<file path="src/rtl/srsm_map.svh">
// Purpose: bit positions, reset values and widths of the service request status block
// Assumes: included by its bare name wherever the constants are needed
// Notes:   definitions only
`ifndef SRSM_MAP_SVH
`define SRSM_MAP_SVH

// status and mask bit positions
`define SRSM_BIT_DATA_READY   0
`define SRSM_BIT_DATA_READY_W 0
`define SRSM_BIT_DIG_INTR     1
`define SRSM_BIT_TIME_ALARM   2
`define SRSM_BIT_TIME_INTERV  3
`define SRSM_BIT_MSG_NOT_EXEC 4
`define SRSM_BIT_POWERUP      5
`define SRSM_BIT_SUMMARY      6
`define SRSM_BIT_MANUAL       7

// mask bits an enable command may touch: 0..4 and 7
`define SRSM_MASK_CMD_BITS    8'h9F
`define SRSM_STATUS_RESET     8'h00
`define SRSM_MASK_RESET       8'h00
`define SRSM_POLL_RESET       8'h00

// widths of the timing and event inputs
`define SRSM_TOD_W            17
`define SRSM_INTERVAL_W       32
`define SRSM_NOT_EXEC_CAUSES  6
`define SRSM_DATA_CMDS        5

`endif

</file>
<file path="src/rtl/srsm_pkg.sv">
// Purpose: types shared by the service request status block
// Assumes: constants come from srsm_map.svh
// Notes:   nothing here is imported; users write srsm_pkg::name
`include "srsm_map.svh"

package srsm_pkg;

    // command group from the bus command decoder
    typedef struct packed {
        logic       mask_wr;
        logic [7:0] mask_arg;
        logic       poll;
        logic       data_read;
        logic       report;
    } srsm_cmd_t;

    // same-clock event pulses from the measurement side
    typedef struct packed {
        logic                                  dvm_single_done;
        logic                                  stored_count_done;
        logic [`SRSM_DATA_CMDS-1:0]            data_cmd_done;
        logic [`SRSM_NOT_EXEC_CAUSES-1:0]      not_exec;
    } srsm_evt_t;

    typedef enum logic [3:0] {
        SRSM_PON_WAIT  = 4'b0001,
        SRSM_PON_SYNC  = 4'b0010,
        SRSM_PON_ARM   = 4'b0100,
        SRSM_PON_RUN   = 4'b1000
    } srsm_pon_t;

endpackage : srsm_pkg

</file>
<file path="src/rtl/srsm_sync.sv">
// Purpose: two-flop synchroniser for pin levels
// Assumes: inputs are asynchronous to clock_in
// Notes:   only the second stage leaves this module
`timescale 1ns/10ps

module srsm_sync #(
    parameter int WIDTH = 3
) (
    // clock and reset
    input  wire logic             clock_in,
    input  wire logic             rst_b_in,
    // levels
    input  wire logic [WIDTH-1:0] async_in,
    output logic      [WIDTH-1:0] sync_out
);

    logic [WIDTH-1:0] meta_q;

    always_ff @(posedge clock_in or negedge rst_b_in) begin
        if (!rst_b_in) begin
            meta_q   <= '0;
            sync_out <= '0;
        end else begin
            meta_q   <= async_in;
            sync_out <= meta_q;
        end
    end

endmodule : srsm_sync

</file>
<file path="src/rtl/srsm_dec.sv">
// Purpose: registered binary to three decimal digits for the text status report
// Assumes: value is stable in the cycle the start pulse is high
// Notes:   one cycle of latency; digits hold until the next start
`timescale 1ns/10ps

module srsm_dec (
    // clock and reset
    input  wire logic       clock_in,
    input  wire logic       rst_b_in,
    // request
    input  wire logic       start_in,
    input  wire logic [7:0] value_in,
    // answer
    output logic      [3:0] hundreds_out,
    output logic      [3:0] tens_out,
    output logic      [3:0] ones_out,
    output logic            done_out
);

    // shift-and-add-three, fully combinational over eight bits
    function automatic logic [11:0] to_bcd(input logic [7:0] bin);
        logic [19:0] sr;
        sr = {12'h000, bin};
        for (int i = 0; i < 8; i++) begin
            if (sr[11:8] > 4'h4) begin
                sr[11:8] = sr[11:8] + 4'h3;
            end
            if (sr[15:12] > 4'h4) begin
                sr[15:12] = sr[15:12] + 4'h3;
            end
            sr = {sr[18:0], 1'b0};
        end
        return sr[19:8];
    endfunction : to_bcd

    always_ff @(posedge clock_in or negedge rst_b_in) begin
        if (!rst_b_in) begin
            hundreds_out <= 4'h0;
            tens_out     <= 4'h0;
            ones_out     <= 4'h0;
        end else if (start_in) begin
            {hundreds_out, tens_out, ones_out} <= to_bcd(value_in);
        end
    end

    always_ff @(posedge clock_in or negedge rst_b_in) begin
        if (!rst_b_in) begin
            done_out <= 1'b0;
        end else begin
            done_out <= start_in;
        end
    end

endmodule : srsm_dec

</file>
<file path="src/rtl/srsm_top.sv">
// Purpose: event status register, request mask and bus service request of a data acquisition unit
// Assumes: command pulses and event pulses come from logic on clock_in; key, strap and plug-in
//          interrupt are pins; rst_b_in is the power-on reset
// Notes:   one line per rule below
`timescale 1ns/10ps
`include "srsm_map.svh"

module srsm_top #(
    parameter int TOD_W      = `SRSM_TOD_W,
    parameter int INTERVAL_W = `SRSM_INTERVAL_W
) (
    // clock and reset
    input  wire logic                  clock_in,
    input  wire logic                  rst_b_in,
    // front-panel and board pins
    input  wire logic                  manual_key_in,
    input  wire logic                  powerup_request_strap_in,
    input  wire logic                  plugin_intr_in,
    // commands from the bus decoder
    input  wire srsm_pkg::srsm_cmd_t   cmd_in,
    // measurement and sequencing events
    input  wire srsm_pkg::srsm_evt_t   evt_in,
    // clock and timer inputs
    input  wire logic [TOD_W-1:0]      time_of_day_in,
    input  wire logic                  alarm_load_in,
    input  wire logic [TOD_W-1:0]      alarm_time_in,
    input  wire logic                  interval_start_in,
    input  wire logic [INTERVAL_W-1:0] interval_len_in,
    // bus side
    output logic                       srq_out,
    output logic [7:0]                 poll_byte_out,
    output logic                       poll_valid_out,
    // registers seen by the rest of the unit
    output logic [7:0]                 event_status_out,
    output logic [7:0]                 request_enable_mask_out,
    // front panel
    output logic                       request_lamp_out,
    // text report
    output logic [3:0]                 report_hundreds_out,
    output logic [3:0]                 report_tens_out,
    output logic [3:0]                 report_ones_out,
    output logic                       report_valid_out
);

    ////////////////////////////////////////////////////////////////////////////////////////////////
    // pin synchronisers and edge detection

    logic [2:0]       pins_sync;
    logic             key_sync;
    logic             strap_sync;
    logic             intr_sync;
    logic             key_prev_q;
    logic             intr_prev_q;

    srsm_sync #(
        .WIDTH(3)
    ) u_sync (
        .clock_in (clock_in),
        .rst_b_in (rst_b_in),
        .async_in ({manual_key_in, powerup_request_strap_in, plugin_intr_in}),
        .sync_out (pins_sync)
    );

    assign key_sync   = pins_sync[2];
    assign strap_sync = pins_sync[1];
    assign intr_sync  = pins_sync[0];

    always_ff @(posedge clock_in or negedge rst_b_in) begin
        if (!rst_b_in) begin
            key_prev_q  <= 1'b0;
            intr_prev_q <= 1'b0;
        end else begin
            key_prev_q  <= key_sync;
            intr_prev_q <= intr_sync;
        end
    end

    ////////////////////////////////////////////////////////////////////////////////////////////////
    // power-on sequencing: the strap is caught after reset release, never under reset

    srsm_pkg::srsm_pon_t pon_q;
    logic                pon_fire;

    always_ff @(posedge clock_in or negedge rst_b_in) begin
        if (!rst_b_in) begin
            pon_q <= srsm_pkg::SRSM_PON_WAIT;
        end else begin
            unique case (pon_q)
                // two edges pass before the synchroniser carries a real strap level
                srsm_pkg::SRSM_PON_WAIT: begin
                    pon_q <= srsm_pkg::SRSM_PON_SYNC;
                end
                srsm_pkg::SRSM_PON_SYNC: begin
                    pon_q <= srsm_pkg::SRSM_PON_ARM;
                end
                srsm_pkg::SRSM_PON_ARM: begin
                    pon_q <= srsm_pkg::SRSM_PON_RUN;
                end
                srsm_pkg::SRSM_PON_RUN: begin
                    pon_q <= srsm_pkg::SRSM_PON_RUN;
                end
                default: begin
                    pon_q <= srsm_pkg::SRSM_PON_WAIT;
                end
            endcase
        end
    end

    assign pon_fire = (pon_q == srsm_pkg::SRSM_PON_ARM) && strap_sync;

    ////////////////////////////////////////////////////////////////////////////////////////////////
    // interval timer and time alarm

    logic [INTERVAL_W-1:0] interval_cnt_q;
    logic                  interval_run_q;
    logic                  interval_done;
    logic [TOD_W-1:0]      alarm_q;
    logic                  alarm_match_q;
    logic                  alarm_hit;

    // the reference instant is the start pulse; a new start restarts the count
    always_ff @(posedge clock_in or negedge rst_b_in) begin
        if (!rst_b_in) begin
            interval_cnt_q <= '0;
            interval_run_q <= 1'b0;
        end else if (interval_start_in) begin
            interval_cnt_q <= interval_len_in;
            interval_run_q <= (interval_len_in != '0);
        end else if (interval_run_q) begin
            interval_cnt_q <= interval_cnt_q - INTERVAL_W'(1);
            interval_run_q <= (interval_cnt_q != INTERVAL_W'(1));
        end
    end

    assign interval_done = interval_run_q && (interval_cnt_q == INTERVAL_W'(1)) && !interval_start_in;

    always_ff @(posedge clock_in or negedge rst_b_in) begin
        if (!rst_b_in) begin
            alarm_q <= '0;
        end else if (alarm_load_in) begin
            alarm_q <= alarm_time_in;
        end
    end

    // only the moment of becoming equal counts, not every cycle of equality
    always_ff @(posedge clock_in or negedge rst_b_in) begin
        if (!rst_b_in) begin
            alarm_match_q <= 1'b1;
        end else begin
            alarm_match_q <= (time_of_day_in == alarm_q);
        end
    end

    assign alarm_hit = (time_of_day_in == alarm_q) && !alarm_match_q;

    ////////////////////////////////////////////////////////////////////////////////////////////////
    // event collection

    logic [7:0] evt_set;

    always_comb begin
        evt_set = 8'h00;
        evt_set[`SRSM_BIT_DATA_READY_W] = evt_in.dvm_single_done
                                        | evt_in.stored_count_done
                                        | (|evt_in.data_cmd_done);
        evt_set[`SRSM_BIT_DIG_INTR]     = intr_sync && !intr_prev_q;
        evt_set[`SRSM_BIT_TIME_ALARM]   = alarm_hit;
        evt_set[`SRSM_BIT_TIME_INTERV]  = interval_done;
        evt_set[`SRSM_BIT_MSG_NOT_EXEC] = |evt_in.not_exec;
        evt_set[`SRSM_BIT_POWERUP]      = pon_fire;
        evt_set[`SRSM_BIT_MANUAL]       = key_sync && !key_prev_q;
    end

    ////////////////////////////////////////////////////////////////////////////////////////////////
    // request enable mask

    logic [7:0] mask_q;
    logic [7:0] mask_d;

    always_comb begin
        mask_d = mask_q;
        if (cmd_in.mask_wr) begin
            // the argument byte is the octal number's value, so each weight lands on its bit
            mask_d = (cmd_in.mask_arg & `SRSM_MASK_CMD_BITS)
                   | (mask_q & ~`SRSM_MASK_CMD_BITS);
        end
        if (pon_fire) begin
            mask_d[`SRSM_BIT_POWERUP] = 1'b1;
        end
        mask_d[`SRSM_BIT_SUMMARY] = 1'b0;
    end

    // a poll never touches the mask
    always_ff @(posedge clock_in or negedge rst_b_in) begin
        if (!rst_b_in) begin
            mask_q <= `SRSM_MASK_RESET;
        end else begin
            mask_q <= mask_d;
        end
    end

    ////////////////////////////////////////////////////////////////////////////////////////////////
    // event status register

    logic [7:0] status_q;
    logic [7:0] status_d;
    logic       new_match;

    // an event is counted against the mask in force in the same cycle
    // the strap sets mask bit 5 in the same cycle as status bit 5, so it counts as matched
    assign new_match = |(evt_set & mask_q) | pon_fire;

    always_comb begin
        status_d = status_q | (evt_set & ~8'(1 << `SRSM_BIT_SUMMARY));
        if (cmd_in.data_read && !evt_set[`SRSM_BIT_DATA_READY_W]) begin
            status_d[`SRSM_BIT_DATA_READY_W] = 1'b0;
        end
        // summary: raised by a masked event, dropped by a poll; a fresh match wins the poll
        if (new_match) begin
            status_d[`SRSM_BIT_SUMMARY] = 1'b1;
        end else if (cmd_in.poll) begin
            status_d[`SRSM_BIT_SUMMARY] = 1'b0;
        end
    end

    always_ff @(posedge clock_in or negedge rst_b_in) begin
        if (!rst_b_in) begin
            status_q <= `SRSM_STATUS_RESET;
        end else begin
            status_q <= status_d;
        end
    end

    ////////////////////////////////////////////////////////////////////////////////////////////////
    // bus request line and lamp

    always_ff @(posedge clock_in or negedge rst_b_in) begin
        if (!rst_b_in) begin
            srq_out <= 1'b0;
        end else begin
            srq_out <= status_d[`SRSM_BIT_SUMMARY];
        end
    end

    // the lamp shows that a masked manual request has gone out, until the poll answers it
    always_ff @(posedge clock_in or negedge rst_b_in) begin
        if (!rst_b_in) begin
            request_lamp_out <= 1'b0;
        end else if (evt_set[`SRSM_BIT_MANUAL] && mask_q[`SRSM_BIT_MANUAL]) begin
            request_lamp_out <= 1'b1;
        end else if (cmd_in.poll) begin
            request_lamp_out <= 1'b0;
        end
    end

    ////////////////////////////////////////////////////////////////////////////////////////////////
    // serial poll answer: the byte is the status before the poll clears the summary

    always_ff @(posedge clock_in or negedge rst_b_in) begin
        if (!rst_b_in) begin
            poll_byte_out  <= `SRSM_POLL_RESET;
            poll_valid_out <= 1'b0;
        end else begin
            poll_valid_out <= cmd_in.poll;
            if (cmd_in.poll) begin
                poll_byte_out <= status_q;
            end
        end
    end

    always_ff @(posedge clock_in or negedge rst_b_in) begin
        if (!rst_b_in) begin
            event_status_out        <= `SRSM_STATUS_RESET;
            request_enable_mask_out <= `SRSM_MASK_RESET;
        end else begin
            event_status_out        <= status_d;
            request_enable_mask_out <= mask_d;
        end
    end

    ////////////////////////////////////////////////////////////////////////////////////////////////
    // decimal text report

    srsm_dec u_dec (
        .clock_in     (clock_in),
        .rst_b_in     (rst_b_in),
        .start_in     (cmd_in.report),
        .value_in     (status_q),
        .hundreds_out (report_hundreds_out),
        .tens_out     (report_tens_out),
        .ones_out     (report_ones_out),
        .done_out     (report_valid_out)
    );

endmodule : srsm_top

</file>
<file path="config.mk">
export PLATFORM = sky130hd
export DESIGN_NAME = srsm_top
export DESIGN_NICKNAME = d
export VERILOG_FILES = /design/src/rtl/srsm_pkg.sv /design/src/rtl/srsm_sync.sv /design/src/rtl/srsm_dec.sv /design/src/rtl/srsm_top.sv
export VERILOG_INCLUDE_DIRS = /design/src /design/src/rtl
export SDC_FILE = /design/constraint.sdc
export NUM_CORES = 1
export LEC_CHECK = 0
export BUFFER_PORTS_ARGS = -buffer_cell sky130_fd_sc_hd__buf_2
export CAP_MARGIN = 0
export CORE_MARGIN = 2
export CORE_UTILIZATION = 23
export CTS_BUF_LIST = sky130_fd_sc_hd__clkbuf_4
export DETAILED_ROUTE_END_ITERATION = 10
export HOLD_SLACK_MARGIN = 0.08
export PLACE_DENSITY = 0.44
export SYNTH_ARGS = -nofsm -noshare
export SYNTH_HDL_FRONTEND = slang
export SYNTH_SLANG_ARGS = --single-unit
</file>
<file path="constraint.sdc">
create_clock -name clock_in -period 11.3 [get_ports clock_in]
set_input_delay 1.695 -clock clock_in [delete_from_list [all_inputs] [get_ports clock_in]]
set_output_delay 1.695 -clock clock_in [all_outputs]
set_load 0.02 [all_outputs]
</file>
After elaboration in Yosys (flattened, before gate mapping)
Cells that the tools add are included.
{ "totals": {"ff_bits": 100, "input_bits": 98, "output_inout_bits": 40, "wordCells": 93} }
{ "op_classes": {"add_sub_neg": 8, "n_lt_le_gt_ge": 7, "n_eq_ne": 7, "n_mux": 24, "bitwise_logic": 6, "n_reduce_logical": 21} }
{ "ops": {"columns": ["operator", "n"], "rows": [
  ["two-way mux 32 bit", 2],
  ["two-way mux 4 bit", 12],
  ["equality test 32 x 1 -> 1 bit (second input constant)", 1],
  ["!= test 32 x 1 -> 1 bit (second input constant)", 1],
  ["nonzero test 32 bit", 1],
  ["subtractor 32 x 1 -> 32 bit (second input constant)", 1],
  ["adder 4 x 2 -> 4 bit (second input constant)", 5],
  ["> comparator 4 x 3 -> 1 bit (second input constant)", 5],
  ["equality test 17 bit", 1],
  ["one-hot mux 4 bit (3 select lines)", 1],
  ["adder 3 x 2 -> 4 bit (second input constant)", 2],
  ["bitwise AND 8 bit", 1],
  ["logical AND 1 bit", 8],
  ["two-way mux 1 bit", 8],
  ["OR 8 x 6 -> 8 bit", 1],
  ["OR 8 bit", 1],
  ["OR reduction 8 bit", 1],
  ["> comparator 3 bit (second input constant)", 2],
  ["two-way mux 6 bit", 1],
  ["nonzero test 2 bit", 3],
  ["OR reduction 6 bit", 1],
  ["logical NOT 1 bit", 5],
  ["OR reduction 5 bit", 1],
  ["equality test 4 x 1 -> 1 bit (second input constant)", 1],
  ["5 further kinds", 7]
]} }

Logic depth before layout (Yosys ltp)
Gate-level depths: netlist of run 1.
{ "depth": {"depth_word": 14, "depth_mapped": 26, "ltp_nobuf": 24} }

Cells and area by module
From an unflattened synthesis of run 1, not the netlist that was laid out.
{ "unflattened": {"cells_unflattened": 532, "area_unflattened_um2": 5431.5} }
{ "modules_own_cells": {"columns": ["mod", "n_inst", "cells_each", "area_per_inst_um2", "seq_area_each_um2"], "rows": [
  ["srsm_top", 1, 363, 3940.0, 2054.5],
  ["srsm_dec", 1, 163, 1341.3, 275.3],
  ["srsm_sync", 1, 6, 150.1, 150.1]
]} }

Worst setup path before layout of run 1
No wires, ideal clock.
{ "synth_path": {"path_type": "register to register", "start": "register, netlist name event_status_out[5]", "end": "register u_dec.ones_out[1]", "setup_time_ps": 82, "arrival_time_ps": 4529, "required_time_ps": 11218, "slack_ps": 6689, "path_stages_with_launch": 24, "path_buffers": 3, "period_less_slack_ps": 4611, "cell_sequence": "dfrtp_1 > buf_2 > inv_1 > ha_1 > inv_1 > ha_1 > buf_2 > or2_2 > a311o_1 > nand4_1 > nor2_1 > o31ai_1 > ha_1 > clkbuf_1 > a211oi_1 > nor4b_1 > xnor2_1 > inv_1 > ha_1 > and3_1 > o21ai_0 > o31ai_1 > or3_1 > a31oi_1"} }
{ "synth_lines": {"columns": ["element", "line", "source"], "rows": [
  ["to (signal assigned)", "srsm_dec.sv:42", "{hundreds_out, tens_out, ones_out} <= to_bcd(value_in);"],
  ["to (decl)", "srsm_dec.sv:16", "output logic [3:0] ones_out,"]
]} }

==> flow_summary_export.csv, run 1 <==
group,metric,value,unit
critical_path,r2r_slack,5.87,ns
die,start_util,23.2,%
synthesis,syn_avg_cell_area,9.97,µm²
critical_path,startpoint_type,"flip-flop",
finish,syn_to_final_growth,20.3,%
synthesis,synthFlopType,"dfrtp_1",
synthesis,synth_top_area_share,46.5,%
global_route,grt_pass1_vias,4226,
cts,insertion_delay,0.49,ns
power_and_ir_drop,total_leakage_power,2.58,nW
sta,post-route-period-util,48.1,%
cts,cts.reportedPaths.clkPinSlew,0.16,ns
cts,root_buffer,"clkbuf_4",
power_and_ir_drop,p_per_area,128,mW/mm²
critical_path,cp.required,11.67,ns
sta,worst_pin_slew,0.967,ns
worst_hold_path,hold_end,"u_sync.sync_out[1]",
synthesis,ys_warn_count,0,
drt,via_per_inst,4.58,
synthesis,synth_seq_cells,99,
global_route,antenna_found_initial,1,
die,io_pins,138,
die,fp-row-count,55,
critical_path,reg2reg_depth,22,
sta,slew_headroom,35.5,%
synthesis,yosys-top-cells-count,"dfrtp_1, nand2_1, o21ai_0",
drt,first_iter_violations,195,
drt,drc,0,
placed_design,place_congestion,0.774,
power_and_ir_drop,ir_drop,0.0000547,V
finish,fin_cells,933,
cts,cts_buffer_depth,2,
critical_path,critical_path.max_fanout,11,
synthesis,synth_edf_count,0,
placed_design,hpwl,9800,µm
global_route,grt_max_degree,71,
placed_design,port_buffers,132,
drt,postRouteAntennaNets,0,
cts,cts_sinks,99,
global_route,track_usage,10.9,%
sta,drv_slew,0,
finish,final_nets,749,
cts,cts_tree,"built",
run,maxCapViolations,0,
worst_hold_path,hold_depth,0,
critical_path,r2r_start,"event_status_out[6]",
synthesis,synth.distinct_cells,62,
sta,hold_viol_final,0,
synthesis,synth_most_common_cell,"dfrtp_1",
critical_path,setup.worst_path.start,"event_status_out[6]",
sta,final-setup-viol-count,0,
cts,cts_setup_buffers,0,
drt,routed_wl,13200,µm
synthesis,synthCells,524,
placed_design,placed_area,0.00614,mm²
worst_hold_path,hp-start,"u_sync.meta_q[1]",
synthesis,synth_area_leaders,"dfrtp_1, mux2_2, xnor2_1",
sta,setup_ws,5.87,ns
drt,vias,4277,
sta,finalSetupTns,0,ns
critical_path,crit_path_end_kind,"flip-flop",
sta,rsz0062_at_grt,"false",
critical_path,reg2reg_to,"u_dec.tens_out[2]",
status,status,"complete, no violations",
critical_path,path_class,"reg2reg",
placed_design,dp.cells,916,
synthesis,ys_async_sr_fraction,100,%
finish,design_area,0.00628,mm²
sta,finalClockSkew,0.0315,ns
die,dieArea,0.0239,mm²
synthesis,synthesis.area,0.00523,mm²
finish,final_util,27.9,%
sta,period_needed,5.43,ns
placed_design,place_ws,5.94,ns
cts,cts_resized,0,
cts,cts_hold_buf,0,
synthesis,synth_top_cell_by_area,"dfrtp_1",
drt,drtPass1Iterations,4,
die,fp.dieW,155,µm
synthesis,seq_area_frac_synth,47.5,%
drt,drt-wirelength-per-cell,14.1,µm
cts,htreeDepth,3,
die,coreArea,0.0225,mm²
power_and_ir_drop,finalPower,0.805,mW
cts,cts_buffers,9,
sta,holdWs,0.370,ns
global_route,grt.overflow.total,0,
global_route,grt_pass1_wl,20800,µm
finish,drive_gt1_share,31.2,%
sta,fmax,184,MHz
die,die_y,155,µm
finish,nFillCells,2381,
worst_hold_path,hold_path_class,"reg2reg",
critical_path,critical_path_arrival,5.81,ns
## how the worst max path moves through the flow
| stage | cells after the start | slack [ns] | to |
|---|---|---|---|
| 6_report | 22 | 5.87 | u_dec.tens_out[2] |
| 3_5_place_dp | 22 | 5.94 | u_dec.tens_out[2] |
| 4_1_cts | 22 | 5.90 | u_dec.tens_out[2] |
| 2_1_floorplan | 23 | 6.69 | u_dec.ones_out[1] |
| 5_1_grt | 21 | 5.40 | u_dec.tens_out[2] |
| 3_3_place_gp | 21 | 6.09 | u_dec.tens_out[2] |
## per-layer routing
layer	track usage (%)	up-vias	share of wire, %
met2	18.8	124	48
met1	13.3	2031	46
met4	3.79	0	1.5
li1	-	2108	-
met5	0	-	0
met3	2.61	14	4.9
## layout make-up
| class | count | area (µm²) | share of cell area (%) |
|---|---|---|---|
| clock buffers | 9 | 67.6 | 1.08 |
| repair buffers | 133 | 671 | 10.7 |
| flip-flops and latches | 99 | 2480 | 39.5 |
| multi-input cells | 382 | 2570 | 40.8 |
| inverters | 17 | 63.8 | 1.02 |
| clock inverters | 7 | 76.3 | 1.21 |
| diodes | 1 | 2.50 | 0.0398 |
| well taps | 285 | 357 | 5.68 |
## flip-flops by register name, summed over array words and instances, names as in the netlist, 2 cells and up
name	count
u_dec.ones_out	4
u_sync.meta_q	3
alarm_q	17
u_dec.tens_out	4
u_dec.hundreds_out	2
u_sync.sync_out	3
event_status_out	8
pon_q	4
interval_cnt_q	32
poll_byte_out	8
request_enable_mask_out	7
## report_power, final
part	internal [mW]	switching, mW
Combinational	0.0807	0.107
Sequential	0.388	0.0259
Clock	0.0696	0.134
Total	0.538	0.267
## critical path, cell delays in order (launching register included)
cell	delay (ns)
dfrtp_1	0.54
inv_1	0.13
ha_1	0.25
inv_1	0.06
ha_1	0.31
xor2_1	0.33
o22ai_1	0.17
a2bb2oi_1	0.68
nand2_1	0.16
nand2_1	0.11
o31ai_1	0.08
ha_1	0.35
inv_1	0.14
o21ai_0	0.21
a21o_1	0.25
nand3_1	0.07
a31o_2	0.22
inv_1	0.05
ha_1	0.23
or3_1	0.43
o311ai_2	0.12
mux2i_1	0.15
mux2_2	0.28
## layout by cell type, fill, tap and decap left out, types with 10 or more instances in the layout
cell     count
buf_2      131
dfrtp_1     97
nand2_1     57
o21ai_0     44
xnor2_1     38
mux2_2      34
nor2_1      32
nor4_1      19
inv_1       17
xor2_1      14
a21oi_1     14
nor3_1      14
nand4_1     10
nand3_1     10
## logic make-up (layout without fill, tap and decap cells)
group                    after synthesis  after routing  synth area share (%)
buffers and inverters                 45            166                  3.57
AND/OR/NAND/NOR                      183            183                  18.3
multiplexers                          36             36                  7.71
AO/OA/AOI/OAI                         99             99                  12.0
other                                  1              4                0.0718
flip-flops                            99             99                  47.5
XOR/XNOR                              52             52                  8.72
adder cells (fa/ha/maj)                9              9                  2.16
Power figures use the tool's default switching activity.
==> run 2: changes to the inputs <==
Clock period 11.3 ns to 5.65 ns, I/O delays scaled along.
==> run 2 against run 1 <==
  * Total power grew 98%
  * Combinational power grew 100%
  * Maximum frequency grew 5.1%
  * Count of clock-buffer cells in the layout is the same
  * Critical path type unchanged
  * Highest routed layer unchanged
==> flow_summary_export.csv, run 2 (synthesis gave the netlist of run 1 again) <==
group,metric,value,unit
finish,multi_input_area,0.00258,mm²
finish,syn_to_final_growth,20.8,%
die,fp-row-count,55,
sta,drv_slew,0,
drt,drt-wirelength-per-cell,13.9,µm
die,fp.dieW,155,µm
finish,fin_cells,934,
global_route,grt.overflow.total,0,
placed_design,place_ws,0.416,ns
sta,slew_headroom,33.5,%
drt,first_iter_violations,196,
cts,cts_buffers,9,
critical_path,cpMostUsedCell,"inv_1",
sta,post-route-period-util,91.5,%
sta,fmax,193,MHz
critical_path,path_cells,"inv_1, ha_1, inv_1, ha_1, or2_2, a311o_1, nand4_1, nor2_1, o31ai_1, ha_2, inv_1, o211ai_1, o31ai_1, nor4b_1, xnor2_1, inv_1, ha_1, and3_1, o21ai_0, o31ai_1, or3_1, a31oi_1",
global_route,track_usage,10.9,%
power_and_ir_drop,p_per_area,253,mW/mm²
finish,layout_commonest_cell,"buf_2",
global_route,grtUsageMet2,18.1,%
global_route,grt.busiest_layer,"met2",
run,maxCapViolations,0,
placed_design,dp.cells,918,
die,dieArea,0.0239,mm²
finish,diodes,0,
placed_design,hpwl,9680,µm
cts,cts_tree,"built",
cts,cts_buffer_depth,2,
sta,worst_pin_slew,0.998,ns
sta,period_needed,5.17,ns
critical_path,worstPathBufferInverterCount,4,
status,status,"complete, no violations",
cts,insertion_delay,0.49,ns
cts,cts_resized,0,
power_and_ir_drop,ir_drop,0.0000899,V
finish,largest_reg_flops,32,
global_route,globalRouteMet3Util,2.52,%
finish,top_register,"interval_cnt_q",
critical_path,cp.required,6.07,ns
drt,postRouteAntennaNets,0,
die,die_y,155,µm
drt,drc,0,
critical_path,path_class,"reg2reg",
placed_design,place_congestion,0.792,
sta,setup_ws,0.481,ns
global_route,grt_pass1_vias,4201,
global_route,antenna_found_initial,0,
power_and_ir_drop,finalPower,1.60,mW
critical_path,startpoint_type,"flip-flop",
cts,htreeDepth,3,
placed_design,placed_area,0.00615,mm²
critical_path,critical_path.max_fanout,11,
sta,final-setup-viol-count,0,
finish,design_area,0.00631,mm²
sta,hold_viol_final,0,
worst_hold_path,hold_path_class,"reg2reg",
power_and_ir_drop,total_leakage_power,2.58,nW
critical_path,crit_path_end_kind,"flip-flop",
drt,routed_wl,13000,µm
cts,root_buffer,"clkbuf_4",
critical_path,slowest_delay,0.53,ns
cts,cts_setup_buffers,0,
finish,regArea,0.00248,mm²
sta,finalSetupTns,0,ns
placed_design,port_buffers,132,
drt,via_per_inst,4.58,
finish,nFillCells,2367,
finish,final_nets,751,
global_route,grt_pass1_wl,21100,µm
sta,finalClockSkew,0.0273,ns
critical_path,crit_slowest_cell,"dfrtp_1",
die,start_util,23.2,%
global_route,grt_max_degree,68,
drt,drtPass1Iterations,4,
critical_path,cp_top_family,"simple AND/OR/NAND/NOR gates",
finish,reg_top3,"interval_cnt_q: 32 flops, alarm_q: 17 flops",
global_route,grt_use_met1,14.3,%
finish,drive_gt1_share,31.7,%
drt,vias,4275,
die,io_pins,138,
cts,cts_sinks,99,
finish,final_util,28.0,%
cts,cts.reportedPaths.clkPinSlew,0.20,ns
sta,rsz0062_at_grt,"false",
die,coreArea,0.0225,mm²
critical_path,critical_path_arrival,5.59,ns
sta,holdWs,0.378,ns
finish,final_cell_mix,"buf_2, dfrtp_1, nand2_1",
cts,cts_hold_buf,0,
run 2: worst register-to-register path: cells and delay by family (launching register included):
kind | cells | cell delay, ns
flops | 1 | 0.53
compound gates | 7 | 1.16
xor+xnor | 1 | 0.25
buf+inv | 4 | 0.38
simple gates | 6 | 1.66
fa+ha+maj | 4 | 1.13
run 2: worst paths after layout:
kind | startpoint | endpoint | slack [ns] | depth (start not counted)
hold / removal | u_sync.meta_q[2] | u_sync.sync_out[2] | 0.38 | 0
hold reg to reg | u_sync.meta_q[2] | u_sync.sync_out[2] | 0.38 | 0
setup reg to reg | event_status_out[5] | u_dec.ones_out[1] | 0.48 | 22
min in group asynchronous | rst_b_in | request_enable_mask_out[4] | 0.39 | 1
setup / recovery | event_status_out[5] | u_dec.ones_out[1] | 0.48 | 22
max in group asynchronous | rst_b_in | interval_cnt_q[22] | 4.18 | 2
run 2: layout make-up:
class                   instances  area share [%]
multi-input cells             382            40.8
flip-flops and latches         99            39.3
repair buffers                135            10.9
well taps                     285            5.65
clock inverters                 7            1.27
clock buffers                   9            1.07
inverters                      17            1.01
run 2: where the power goes:
group          switching [mW]  total (mW)  leakage, nW  internal [mW]
combinational           0.214       0.377         1.37          0.163
clock                   0.287       0.392       0.0757          0.105
sequential             0.0511       0.827         1.14          0.776
run 2: routing by layer:
layer	vias to the layer above	share of wire [%]	wire length, µm
met3	7	5.2	675
li1	2115	-	-
met4	0	0.80	104
met1	2029	47	6110
met5	-	0	0
met2	124	47	6080
==> run 3: changes to the inputs <==
Settings changed: CTS_BUF_LIST sky130_fd_sc_hd__clkbuf_4 to not set.
==> run 3 against run 2 <==
  * Cell count is the same
  * Sequential power about the same
  * Routed wire length grew 0.99%
  * Critical path depth unchanged
  * Sequential cell count stayed put
  * Critical path type unchanged
  * Highest routed layer unchanged
==> flow_summary_export.csv, run 3 (synthesis gave the netlist of run 1 again) <==
group,metric,value,unit
power_and_ir_drop,ir_drop,0.0000983,V
drt,drt-wirelength-per-cell,14.0,µm
power_and_ir_drop,p_clk_share,34.5,%
sta,period_needed,5.14,ns
cts,root_buffer,"clkbuf_16",
drt,first_iter_violations,183,
cts,cts_tree,"built",
global_route,antenna_found_initial,0,
finish,drive_gt1_share,31.7,%
power_and_ir_drop,p_comb_share,20.5,%
finish,fin_cells,934,
sta,rsz0062_at_grt,"false",
cts,htreeDepth,3,
die,coreArea,0.0225,mm²
drt,routed_wl,13100,µm
finish,nFillCells,2354,
cts,cts_sinks,99,
drt,drtPass1Iterations,4,
drt,vias,4318,
power_and_ir_drop,finalPower,1.84,mW
die,die_y,155,µm
global_route,grt.overflow.total,0,
status,status,"complete, no violations",
placed_design,port_buffers,132,
die,dieArea,0.0239,mm²
global_route,track_usage,11.0,%
sta,fmax,194,MHz
placed_design,placed_area,0.00615,mm²
cts,insertion_delay,0.35,ns
worst_hold_path,hold_path_class,"reg2reg",
placed_design,place_congestion,0.792,
power_and_ir_drop,intPower,1.25,mW
power_and_ir_drop,total_leakage_power,2.65,nW
critical_path,path_class,"reg2reg",
drt,via_per_inst,4.62,
placed_design,dp.cells,918,
finish,final_cell_mix,"buf_2, dfrtp_1, nand2_1",
placed_design,place_ws,0.416,ns
sta,worst_pin_slew,0.997,ns
die,start_util,23.2,%
sta,slew_headroom,33.5,%
sta,post-route-period-util,91.0,%
global_route,grt_pass1_wl,21300,µm
sta,finalSetupTns,0,ns
sta,final-setup-viol-count,0,
finish,design_area,0.00647,mm²
die,fp-row-count,55,
sta,setup_ws,0.506,ns
finish,top_register,"interval_cnt_q",
global_route,grt_max_degree,68,
cts,cts_buffers,9,
finish,diodes,0,
finish,largest_reg_flops,32,
sta,finalClockSkew,0.0120,ns
critical_path,critical_path_arrival,5.43,ns
power_and_ir_drop,p_seq_share,45.0,%
power_and_ir_drop,swShare,31.8,%
placed_design,hpwl,9680,µm
drt,postRouteAntennaNets,0,
critical_path,cp.required,5.93,ns
finish,layout_commonest_cell,"buf_2",
sta,drv_slew,0,
finish,final_nets,751,
finish,final_util,28.7,%
run,maxCapViolations,0,
die,io_pins,138,
power_and_ir_drop,p_per_area,284,mW/mm²
sta,hold_viol_final,0,
drt,drc,0,
critical_path,crit_path_end_kind,"flip-flop",
global_route,grt_pass1_vias,4232,
critical_path,startpoint_type,"flip-flop",
sta,holdWs,0.356,ns
finish,reg_top3,"interval_cnt_q: 32 flops, alarm_q: 17 flops",
cts,cts.reportedPaths.clkPinSlew,0.08,ns
critical_path,critical_path.max_fanout,11,
finish,syn_to_final_growth,23.8,%
die,fp.dieW,155,µm
cts,cts_buffer_depth,2,
cts,cts_setup_buffers,0,
power_and_ir_drop,p_sw,0.585,mW
## run 3: repair_timing
action | in CTS | in global routing
hold buffers | 0 | 0
gates resized for setup | 0 | 2
setup endpoints to repair | 0 | 2
## run 3: path summary, 6_finish.rpt
path                                startpoint            endpoint  slack, ns  cells after the start
min                           u_sync.meta_q[2]  u_sync.sync_out[2]       0.36                      0
min in group asynchronous             rst_b_in   u_dec.tens_out[1]       0.55                      1
max reg2reg                event_status_out[5]   u_dec.ones_out[2]       0.51                     22
min reg2reg                   u_sync.meta_q[2]  u_sync.sync_out[2]       0.36                      0
max                        event_status_out[5]   u_dec.ones_out[2]       0.51                     22
max in group asynchronous             rst_b_in  interval_cnt_q[28]       4.03                      2
## run 3: area by class of cell
cell class,instances,area [µm²],share of cell area [%]
Clock buffer,9,225,3.48
Clock inverter,7,80.1,1.24
Inverter,17,63.8,0.987
Multi-Input combinational cell,382,2580,39.8
Sequential cell,99,2480,38.3
Tap cell,285,357,5.51
Timing Repair Buffer,135,686,10.6
## run 3: worst max-delay path: stages (launching register included)
cell and delay [ns]:
dfrtp_1 0.50, inv_1 0.15, ha_1 0.21, inv_1 0.05, ha_1 0.29, or2_2 0.36, a311o_1 0.30, nand4_1 0.27
nor2_1 0.11, o31ai_1 0.23, ha_2 0.35, inv_1 0.10, o211ai_1 0.09, o31ai_1 0.10, nor4b_1 0.40, xnor2_1 0.25
inv_1 0.08, ha_1 0.27, and3_1 0.19, o21ai_0 0.15, o31ai_1 0.13, or3_1 0.32, a31oi_1 0.16
## run 3: power by group through the flow
stage,registers [mW],clock network (mW),logic [mW]
finish,0.827,0.634,0.378
global placement,0.838,0,0.372
floorplan,0.867,0,0.217
CTS,0.828,0.666,0.381
detailed placement,0.842,0,0.378
global route,0.838,0.692,0.421
## run 3: routing by layer
layer | share of wire (%) | global-route usage [%] | routed length [µm]
met1 | 46 | 14.3 | 6080
met2 | 47 | 18.2 | 6110
met3 | 5.1 | 2.05 | 665
met4 | 1.8 | 4.50 | 242
met5 | 0 | 0 | 0
